===== src/lcc_pkg.sv =====
// Constants shared by the logic cluster control block
package lcc_pkg;
  // ********************************
  // Structure
  // ********************************
  localparam int LCC_CELLS = 8;
  localparam int LCC_ROW_LINES = 6;
  localparam int LCC_SLOTS = 3;
  // ********************************
  // Register offsets (byte addresses)
  // ********************************
  localparam logic [7:0] LCC_A_CTRL = 8'h00;
  localparam logic [7:0] LCC_A_CLKCFG = 8'h04;
  localparam logic [7:0] LCC_A_STAT = 8'h08;
  localparam logic [7:0] LCC_A_MODE = 8'h0C;
  localparam logic [1:0] LCC_A_RCFG_HI = 2'h1;
  localparam logic [1:0] LCC_A_LUT_HI = 2'h2;
  localparam logic [7:0] LCC_A_Q = 8'hC0;
  // ********************************
  // Decode kinds
  // ********************************
  localparam logic [2:0] LCC_K_NONE = 3'h0;
  localparam logic [2:0] LCC_K_CTRL = 3'h1;
  localparam logic [2:0] LCC_K_CLK = 3'h2;
  localparam logic [2:0] LCC_K_STAT = 3'h3;
  localparam logic [2:0] LCC_K_MODE = 3'h4;
  localparam logic [2:0] LCC_K_RCFG = 3'h5;
  localparam logic [2:0] LCC_K_LUT = 3'h6;
  localparam logic [2:0] LCC_K_Q = 3'h7;
  // ********************************
  // Field positions
  // ********************************
  localparam int LCC_F_SLOT_STEP = 4;
  localparam int LCC_F_POL = 3;
  localparam int LCC_F_ACLR = 2;
  localparam int LCC_F_SCLR = 4;
  localparam int LCC_F_SLOAD = 5;
  localparam int LCC_F_ALOAD = 6;
  localparam int LCC_F_ALDATA = 7;
  localparam int LCC_F_SRC = 8;
  localparam logic [1:0] LCC_SLOT_NONE = 2'h3;
  localparam logic [1:0] LCC_SRC_ADD = 2'h1;
  localparam logic [1:0] LCC_SRC_CHAIN = 2'h2;
  // ********************************
  // Reset values
  // ********************************
  localparam logic [31:0] LCC_RST_CTRL = 32'h0000_0001;
  localparam logic [11:0] LCC_RST_CLKCFG = 12'h210;
  localparam logic [9:0] LCC_RST_RCFG = 10'h003;
endpackage


===== src/lcc_cluster_ctl.sv =====
// Control-signal generation and cell registers of one logic cluster
// Notes on behaviour
// At most eleven control signals: three clocks, three enables, five clear/load.
// Three clock slots, yet never more than two distinct source lines.
// Each clock slot is tied to its own clock enable.
// Rising and falling edge of one line use two separate slots.
// A low clock enable blocks its slot so no register captures.
// Preset is an asynchronous load with load data held at one.
// While asynchronous load is in use, clock enable zero is unavailable.
// Controls come from the six row clock lines and local routing.
// Eight logic cells share the cluster controls and chains.
// Register chain feeds each register from the adjacent register.
// Each cell has two registers, two full adders and chain links.
// Cell takes eight inputs over two halves, or one six-input function.
// Each cell output is offered for fan-out to twenty-four cells.
// Asynchronous clear beats load, synchronous clear, sync load and data.
`timescale 1ns/1ns
module lcc_cluster_ctl import lcc_pkg::*; #(
  parameter int P_CELLS = LCC_CELLS // Logic cells in the cluster
) (
  input wire logic i_mclk, // System clock, 125 MHz
  input wire logic i_rst, // Asynchronous reset, active high
  input wire logic i_psel, // APB select
  input wire logic i_penable, // APB enable
  input wire logic i_pwrite, // APB direction
  input wire logic [7:0] i_paddr, // APB byte address
  input wire logic [31:0] i_pwdata, // APB write data
  output logic [31:0] o_prdata, // APB read data
  output logic o_pready, // APB ready
  output logic o_pslverr, // APB error on unmapped address
  input wire logic [LCC_ROW_LINES-1:0] i_row_clk, // Row clock lines
  input wire logic [LCC_SLOTS-1:0] i_local_ena, // Local clock enables
  input wire logic [1:0] i_local_aclr, // Local asynchronous clears
  input wire logic i_local_sclr, // Local synchronous clear
  input wire logic i_local_aload, // Local asynchronous load
  input wire logic i_local_sload, // Local synchronous load
  input wire logic [8*P_CELLS-1:0] i_cell_in, // Eight inputs per cell
  input wire logic i_chain_in, // Register chain into register 0
  input wire logic i_carry_in, // Carry into cell 0
  output logic [2*P_CELLS-1:0] o_cell_q, // Cell register outputs
  output logic o_chain_out, // Register chain out of last register
  output logic o_carry_out // Registered carry out of last cell
);
  localparam int NREG = 2 * P_CELLS;

  // ********************************
  // Address decode
  // ********************************
  function automatic logic [2:0] addr_kind(input logic [7:0] a);
    logic [2:0] k;
    k = LCC_K_NONE;
    if (a == LCC_A_CTRL) k = LCC_K_CTRL;
    else if (a == LCC_A_CLKCFG) k = LCC_K_CLK;
    else if (a == LCC_A_STAT) k = LCC_K_STAT;
    else if (a == LCC_A_MODE) k = LCC_K_MODE;
    else if (a[7:6] == LCC_A_RCFG_HI && int'(a[5:2]) < NREG) k = LCC_K_RCFG;
    else if (a[7:6] == LCC_A_LUT_HI && int'(a[5:2]) < NREG) k = LCC_K_LUT;
    else if (a == LCC_A_Q) k = LCC_K_Q;
    return k;
  endfunction

  logic run_ff;
  logic [11:0] clkcfg_ff;
  logic [P_CELLS-1:0] mode_ff;
  logic [9:0] rcfg_ff [NREG];
  logic [31:0] lut_ff [NREG];
  logic [NREG-1:0] q_ff;
  logic [LCC_ROW_LINES-1:0] row_ff, row_prev_ff;
  logic pready_ff, pslverr_ff, carry_ff;
  logic [31:0] prdata_ff;
  logic [2:0] eff_line [LCC_SLOTS];
  logic [LCC_SLOTS-1:0] tick_raw, ena_eff, tick_g;
  logic clamp_w, aload_used;
  logic [NREG-1:0] d_w, tk_w, act_aclr, act_aload, nxt_q;
  logic carry_w;
  logic wr_w;
  logic [2:0] wkind;

  assign o_prdata = prdata_ff;
  assign o_pready = pready_ff;
  assign o_pslverr = pslverr_ff;
  assign o_cell_q = q_ff;
  assign o_chain_out = q_ff[NREG-1];
  assign o_carry_out = carry_ff;

  // ********************************
  // Cluster clock slots
  // ********************************
  // Row lines are sampled so that an edge shows as a one-cycle tick
  always_ff @(posedge i_mclk or posedge i_rst) begin
    if (i_rst) begin
      row_ff <= '0;
      row_prev_ff <= '0;
    end else begin
      row_ff <= i_row_clk;
      row_prev_ff <= row_ff;
    end
  end

  // A third distinct line folds onto slot one, so two sources at most
  always_comb begin
    eff_line[0] = clkcfg_ff[2:0];
    eff_line[1] = clkcfg_ff[LCC_F_SLOT_STEP +: 3];
    eff_line[2] = clkcfg_ff[2*LCC_F_SLOT_STEP +: 3];
    clamp_w = (eff_line[2] != eff_line[0]) && (eff_line[2] != eff_line[1])
      && (eff_line[0] != eff_line[1]);
    if (clamp_w) begin
      eff_line[2] = eff_line[1];
    end
  end

  // Edge polarity per slot; both edges of one line need two slots
  always_comb begin
    aload_used = 1'b0;
    for (int r = 0; r < NREG; r++) begin
      aload_used = aload_used | rcfg_ff[r][LCC_F_ALOAD];
    end
    for (int k = 0; k < LCC_SLOTS; k++) begin
      tick_raw[k] = 1'b0;
      if (int'(eff_line[k]) < LCC_ROW_LINES) begin
        tick_raw[k] = clkcfg_ff[k*LCC_F_SLOT_STEP+LCC_F_POL] ?
          (row_prev_ff[eff_line[k]] & ~row_ff[eff_line[k]]) :
          (row_ff[eff_line[k]] & ~row_prev_ff[eff_line[k]]);
      end
      ena_eff[k] = i_local_ena[k];
    end
    // Enable zero is taken over by the load path, so slot zero runs ungated
    if (aload_used) begin
      ena_eff[0] = 1'b1;
    end
    tick_g = tick_raw & ena_eff & {LCC_SLOTS{run_ff}};
  end

  // ********************************
  // Lookup halves and adders
  // ********************************
  // Carry ripples through all cells in one cycle; long clusters cost timing
  always_comb begin
    logic [7:0] ci;
    logic c1;
    logic cy;
    ci = '0;
    c1 = 1'b0;
    cy = i_carry_in;
    for (int c = 0; c < P_CELLS; c++) begin
      ci = i_cell_in[8*c +: 8];
      if (mode_ff[c]) begin
        d_w[2*c] = ci[5] ? lut_ff[2*c+1][ci[4:0]] : lut_ff[2*c][ci[4:0]];
        d_w[2*c+1] = d_w[2*c];
      end else begin
        d_w[2*c] = lut_ff[2*c][ci[3:0]];
        d_w[2*c+1] = lut_ff[2*c+1][ci[7:4]];
      end
      // Two full adders per cell on inputs 0/4 and 1/5
      if (rcfg_ff[2*c][LCC_F_SRC +: 2] == LCC_SRC_ADD) begin
        d_w[2*c] = ci[0] ^ ci[4] ^ cy;
      end
      c1 = (ci[0] & ci[4]) | (cy & (ci[0] ^ ci[4]));
      if (rcfg_ff[2*c+1][LCC_F_SRC +: 2] == LCC_SRC_ADD) begin
        d_w[2*c+1] = ci[1] ^ ci[5] ^ c1;
      end
      cy = (ci[1] & ci[5]) | (c1 & (ci[1] ^ ci[5]));
    end
    carry_w = cy;
  end

  // ********************************
  // Cell registers
  // ********************************
  // Priority: clear, then load, then clocked actions
  always_comb begin
    logic [9:0] cf;
    cf = '0;
    for (int i = 0; i < NREG; i++) begin
      cf = rcfg_ff[i];
      tk_w[i] = (cf[1:0] != LCC_SLOT_NONE) && tick_g[cf[1:0]];
      act_aclr[i] = (cf[LCC_F_ACLR +: 2] == 2'h1 && i_local_aclr[0])
        || (cf[LCC_F_ACLR +: 2] == 2'h2 && i_local_aclr[1]);
      act_aload[i] = cf[LCC_F_ALOAD] & i_local_aload;
      nxt_q[i] = q_ff[i];
      if (act_aclr[i]) begin
        nxt_q[i] = 1'b0;
      end else if (act_aload[i]) begin
        nxt_q[i] = cf[LCC_F_ALDATA];
      end else if (tk_w[i]) begin
        if (cf[LCC_F_SCLR] && i_local_sclr) begin
          nxt_q[i] = 1'b0;
        end else if (cf[LCC_F_SLOAD] && i_local_sload) begin
          nxt_q[i] = i_cell_in[8*(i/2)+7];
        end else if (cf[LCC_F_SRC +: 2] == LCC_SRC_CHAIN) begin
          nxt_q[i] = (i == 0) ? i_chain_in : q_ff[(i == 0) ? 0 : i-1];
        end else begin
          nxt_q[i] = d_w[i];
        end
      end
    end
  end

  // All sixteen registers and the carry out load together
  always_ff @(posedge i_mclk or posedge i_rst) begin
    if (i_rst) begin
      q_ff <= '0;
      carry_ff <= 1'b0;
    end else begin
      q_ff <= nxt_q;
      carry_ff <= carry_w;
    end
  end

  // ********************************
  // APB slave
  // ********************************
  // No wait state; read data and ready still come straight from flops
  assign wkind = addr_kind(i_paddr);
  assign wr_w = i_psel & i_penable & pready_ff & i_pwrite;

  always_ff @(posedge i_mclk or posedge i_rst) begin
    if (i_rst) begin
      pready_ff <= 1'b0;
    end else begin
      pready_ff <= i_psel & ~i_penable;
    end
  end

  // Read data is captured at the setup edge and held through access
  always_ff @(posedge i_mclk or posedge i_rst) begin
    if (i_rst) begin
      prdata_ff <= '0;
      pslverr_ff <= 1'b0;
    end else if (i_psel && !i_penable) begin
      pslverr_ff <= (wkind == LCC_K_NONE);
      unique case (wkind)
        LCC_K_CTRL: prdata_ff <= {31'h0, run_ff};
        LCC_K_CLK: prdata_ff <= {20'h0, clkcfg_ff};
        LCC_K_STAT: prdata_ff <= {24'h0, clamp_w, aload_used, ena_eff, tick_g};
        LCC_K_MODE: prdata_ff <= 32'(mode_ff);
        LCC_K_RCFG: prdata_ff <= {22'h0, rcfg_ff[i_paddr[5:2]]};
        LCC_K_LUT: prdata_ff <= lut_ff[i_paddr[5:2]];
        LCC_K_Q: prdata_ff <= 32'(q_ff);
        default: prdata_ff <= 32'h0000_0000;
      endcase
    end
  end

  // Control and clock slot configuration
  always_ff @(posedge i_mclk or posedge i_rst) begin
    if (i_rst) begin
      run_ff <= LCC_RST_CTRL[0];
      clkcfg_ff <= LCC_RST_CLKCFG;
      mode_ff <= '0;
    end else if (wr_w) begin
      if (wkind == LCC_K_CTRL) run_ff <= i_pwdata[0];
      if (wkind == LCC_K_CLK) clkcfg_ff <= i_pwdata[11:0];
      if (wkind == LCC_K_MODE) mode_ff <= i_pwdata[P_CELLS-1:0];
    end
  end

  // Per-register configuration and truth tables
  always_ff @(posedge i_mclk or posedge i_rst) begin
    if (i_rst) begin
      for (int i = 0; i < NREG; i++) begin
        rcfg_ff[i] <= LCC_RST_RCFG;
        lut_ff[i] <= '0;
      end
    end else if (wr_w) begin
      if (wkind == LCC_K_RCFG) rcfg_ff[i_paddr[5:2]] <= i_pwdata[9:0];
      if (wkind == LCC_K_LUT) lut_ff[i_paddr[5:2]] <= i_pwdata;
    end
  end
endmodule


===== config.mk =====
export PLATFORM = sky130hd
export DESIGN_NAME = lcc_cluster_ctl
export DESIGN_NICKNAME = d
export VERILOG_FILES = /design/src/lcc_pkg.sv /design/src/lcc_cluster_ctl.sv
export SDC_FILE = /design/constraint.sdc
export NUM_CORES = 2
export LEC_CHECK = 0
export ABC_AREA = 1
export BUFFER_PORTS_ARGS = -buffer_cell sky130_fd_sc_hd__buf_2
export CAP_MARGIN = 20
export CORE_UTILIZATION = 40
export CTS_CLUSTER_SIZE = 14
export DETAILED_ROUTE_END_ITERATION = 7
export PLACE_DENSITY = 0.69
export SLEW_MARGIN = 20
export SYNTH_ARGS = -nofsm -noshare
export SYNTH_HDL_FRONTEND = slang
export SYNTH_SLANG_ARGS = --single-unit

===== constraint.sdc =====
create_clock -name i_mclk -period 21.2 [get_ports i_mclk]
set_input_delay 2.12 -clock i_mclk [delete_from_list [all_inputs] [get_ports i_mclk]]
set_output_delay 2.12 -clock i_mclk [all_outputs]
set_load 0.02 [all_outputs]

==> results.py <==
metrics = {
    "worst_setup_path": {
        "setup.worst_path.class": "in -> reg",
        "critical_path.startpoint_type": "input pin",
        "timing.critical_path.fanout_max": 36,
        "timing.critical_path.required_ns": 21.79,
        "cp_data_arrival_time_ns": 9.49,
        "endpoint_kind": "flop",
        "worst_setup_path_startpoint": "i_cell_in[0]",
        "worstReg2RegStart": "o_pready",
    },
    "power": {
        "combinationalPowerShare": 0.115,
        "power.switching_mw": 0.951,
        "powerDensity_mw_per_mm2": 75.1,
        "power.ir.vdd_worst_v": 0.0000696,
        "cellInternalPower_mw": 2.45,
        "clock_power_share": 0.443,
        "seq_power_share": 0.442,
        "swShare": 0.280,
        "leakage_nw": 20.5,
    },
    "timing": {
        "hold_violations": 0,
        "timing.final.crit_period_ns": 8.90,
        "worst_clock_skew_ns": 0.0346,
        "fmaxAchievable_mhz": 112,
        "maxSlewViolCount": 0,
        "worstMarginPinSlew_ns": 1.16,
        "finalCritPeriodShare": 0.420,
        "final_layout_setup_total_negative_slack_ns": 0,
        "unrepaired_setup_endpoints_after_global_routing": "no",
        "timing.final.setup_violations": 0,
        "maxSlewHeadroom": 0.225,
    },
    "yosys": {
        "synthesis.nets": 5691,
        "synthesis.area_per_instance_um2": 7.36,
        "synth_sequential_area_ratio": 0.464,
        "netlist_instances": 5550,
        "netlist_area_mm2": 0.0408,
        "yosysUniqueCellTypes": 48,
        "synth.yosys.warnings": 0,
        "synth_seq_cells": 756,
    },
    "clocking": {
        "post_cts_resize_count": 0,
        "cts_max_level": 3,
        "cts_tree": "yes",
        "clk-insertion-delay-late_ns": 0.66,
        "numCtsBuffers": 84,
        "clock_path_buffers": 3,
        "clkSinkCount": 756,
        "cts.hold.buffers_added": 0,
        "cts.root.buffer_cell": "sky130_fd_sc_hd__clkbuf_16",
        "clk_pin_slew_ns": 0.06,
        "post_cts.repair.setup_buffers": 0,
    },
    "final_layout": {
        "final_common_cell": "sky130_fd_sc_hd__nand2_1",
        "area.sequential_mm2": 0.0190,
        "area.growth.synth_to_final_pct": 10.8,
        "layout.cells.most_common_list": "1682 x sky130_fd_sc_hd__nand2_1, 1005 x sky130_fd_sc_hd__o21ai_0, 721 x sky130_fd_sc_hd__dfrtp_1, 437 x sky130_fd_sc_hd__nand3_1, 354 x sky130_fd_sc_hd__o22ai_1",
        "layout.filler_cells": 10100,
        "layoutNonFillerInstCount": 6901,
        "area_taken_by_multi_input_logic_gates_mm2": 0.0192,
        "finalNetCount": 5607,
        "final_layout_size_suffix_gt1_frac": 0.0829,
    },
    "floorplanning": {
        "initial_utilization": 0.406,
        "coreArea_mm2": 0.101,
        "die_w_um": 321,
        "die_height_um": 321,
        "rows": 116,
        "die_area_mm2": 0.103,
        "top_level_ports": 177,
    },
    "grt": {
        "grt_max_degree": 133,
        "globalRouteTotalUtil": 0.290,
        "grt_first_pass_wirelength_um": 230000,
        "grt_pass1_vias": 36900,
        "initial_antenna_violation_count": 22,
        "grt_overflow": 0,
    },
    "route": {
        "wire_per_inst_um": 22.2,
        "dr.first_iter.drc_count": 5543,
        "drt_pass1_iterations": 6,
        "drt_wl_total_um": 153000,
        "num_vias": 40900,
        "drc_violation_count_after_routing": 0,
        "detail_route.vias_per_cell": 5.93,
        "antenna_violating_nets_post_route": 0,
    },
    "worst_hold_path": {
        "worst_hold_path_type": "reg -> reg",
        "hold_start": "row_ff[1]",
    },
    "placed_design": {
        "port_buffers": 176,
        "placed_cells": 6734,
        "gp_congestion": 0.976,
        "detailedPlacementHpwl_um": 105000,
    },
    "status": {
        "outcome": "completed",
    },
    "flow_run": {
        "timing.max_cap.violations": 0,
    },
}
## cells by family (layout without fill, tap and decap cells)
logic type	count (synthesis)	count (layout)	synth area share
flops	756	756	0.464
fa+ha+maj	16	16	0.00785
compound gates	1554	1554	0.209
buf+inv	732	718	0.0692
simple gates	2485	2485	0.248
other cells	0	8	0
xor+xnor	7	7	0.00150
## worst paths after layout
| path | end | slack [ns] | cells after the start |
|---|---|---|---|
| hold / removal | row_prev_ff[1] | 0.37 | 0 |
| min in group asynchronous | lut_ff[466] | 1.49 | 2 |
| hold reg to reg | row_prev_ff[1] | 0.37 | 0 |
| max in group asynchronous | lut_ff[38] | 15.99 | 6 |
| setup / recovery | o_cell_q[15] | 12.30 | 24 |
| setup reg to reg | lut_ff[277] | 18.37 | 4 |
## power by group through the flow
stage                     Clock, mW  Combinational (mW)  Sequential [mW]
final                          1.51               0.389             1.50
after floorplan                   0               0.221             1.53
after global routing           1.58               0.418             1.51
after detailed placement          0               0.378             1.53
after global placement            0               0.375             1.53
after CTS                      1.52               0.379             1.50
## flip-flops by register name, indices dropped and copies added (netlist names)
signal	cells
row_ff	6
o_pslverr	1
mode_ff	8
clkcfg_ff	12
o_pready	1
o_prdata	32
row_prev_ff	6
lut_ff	512
o_carry_out	1
run_ff	1
rcfg_ff	160
o_cell_q	16
## Yosys cell counts, drive strengths merged
| library cell | count | area [um^2] |
|---|---|---|
| nand2 | 1704 | 6410 |
| o21ai | 1008 | 5060 |
| dfrtp | 721 | 18000 |
| nand3 | 452 | 2340 |
| o22ai | 354 | 2210 |
| clkbuf | 328 | 1230 |
| inv | 323 | 1210 |
| nor2 | 259 | 975 |
| a21oi | 90 | 450 |
| buf | 70 | 338 |
| dfstp | 35 | 920 |
| nand4 | 35 | 219 |
| nor3 | 23 | 115 |
| o211ai | 22 | 165 |
| a31oi | 21 | 131 |
| fa | 16 | 320 |
| o31ai | 14 | 105 |
| o21bai | 12 | 90.1 |
| clkinv | 11 | 41.3 |
| o221ai | 9 | 78.8 |
| xnor2 | 7 | 61.3 |
| and3 | 6 | 37.5 |
| a32oi | 5 | 43.8 |
| o311a | 5 | 50.1 |
| or2 | 5 | 31.3 |
| o2111ai | 3 | 26.3 |
| a221oi | 2 | 17.5 |
| a22oi | 2 | 15.0 |
| a2bb2oi | 2 | 17.5 |
| o32ai | 2 | 17.5 |
| a21boi | 1 | 7.51 |
| nand3b | 1 | 7.51 |
| o211a | 1 | 10.0 |
| o41ai | 1 | 8.76 |
## layout make-up
class	instances	area share
multi-input cells	4062	0.423
flip-flops and latches	756	0.419
clock buffers	129	0.0551
well taps	1357	0.0375
repair buffers	228	0.0295
inverters	334	0.0281
clock inverters	27	0.00680
diodes	8	0.000443
## per-layer routing
metal / GRT usage / part of all wire / vias up
met4: 0.102 / 0.035 / 32
met2: 0.438 / 0.44 / 2267
met3: 0.0680 / 0.12 / 336
met1: 0.405 / 0.41 / 19700
met5: 0 / 0.0013 / -
li1: - / - / 18500
## worst max-delay path, stage by stage
cell	delay, ns
sky130_fd_sc_hd__buf_2	0.57
sky130_fd_sc_hd__fa_1	0.31
sky130_fd_sc_hd__fa_1	0.20
sky130_fd_sc_hd__fa_1	0.17
sky130_fd_sc_hd__inv_1	0.05
sky130_fd_sc_hd__fa_1	0.42
sky130_fd_sc_hd__fa_1	0.40
sky130_fd_sc_hd__fa_1	0.42
sky130_fd_sc_hd__fa_1	0.39
sky130_fd_sc_hd__fa_1	0.43
sky130_fd_sc_hd__fa_1	0.43
sky130_fd_sc_hd__fa_1	0.43
sky130_fd_sc_hd__fa_1	0.39
sky130_fd_sc_hd__fa_1	0.42
sky130_fd_sc_hd__fa_1	0.41
sky130_fd_sc_hd__fa_1	0.39
sky130_fd_sc_hd__fa_1	0.38
sky130_fd_sc_hd__fa_1	0.44
sky130_fd_sc_hd__o311a_1	0.33
sky130_fd_sc_hd__nand2_1	0.08
sky130_fd_sc_hd__nand2_1	0.05
sky130_fd_sc_hd__a21oi_1	0.12
sky130_fd_sc_hd__nand2_1	0.08
sky130_fd_sc_hd__nand2_1	0.05
## stage by stage
step | utilization | worst slack (ns) | cell area, um^2 | total power [mW] | hold slack, ns
floorplan | - | 8.74 | 40800 | 1.75 | 0.354
finish | 0.450 | 12.30 | 45200 | 3.40 | 0.373
CTS | 0.449 | 12.33 | 45100 | 3.40 | 0.378
global route | 0.450 | 12.03 | 45200 | 3.50 | 0.395
global placement | 0.420 | 11.71 | 42300 | 1.90 | 0.365
detailed placement | 0.421 | 11.63 | 42300 | 1.91 | 0.366
No activity file was read; power rests on OpenSTA's default activity.
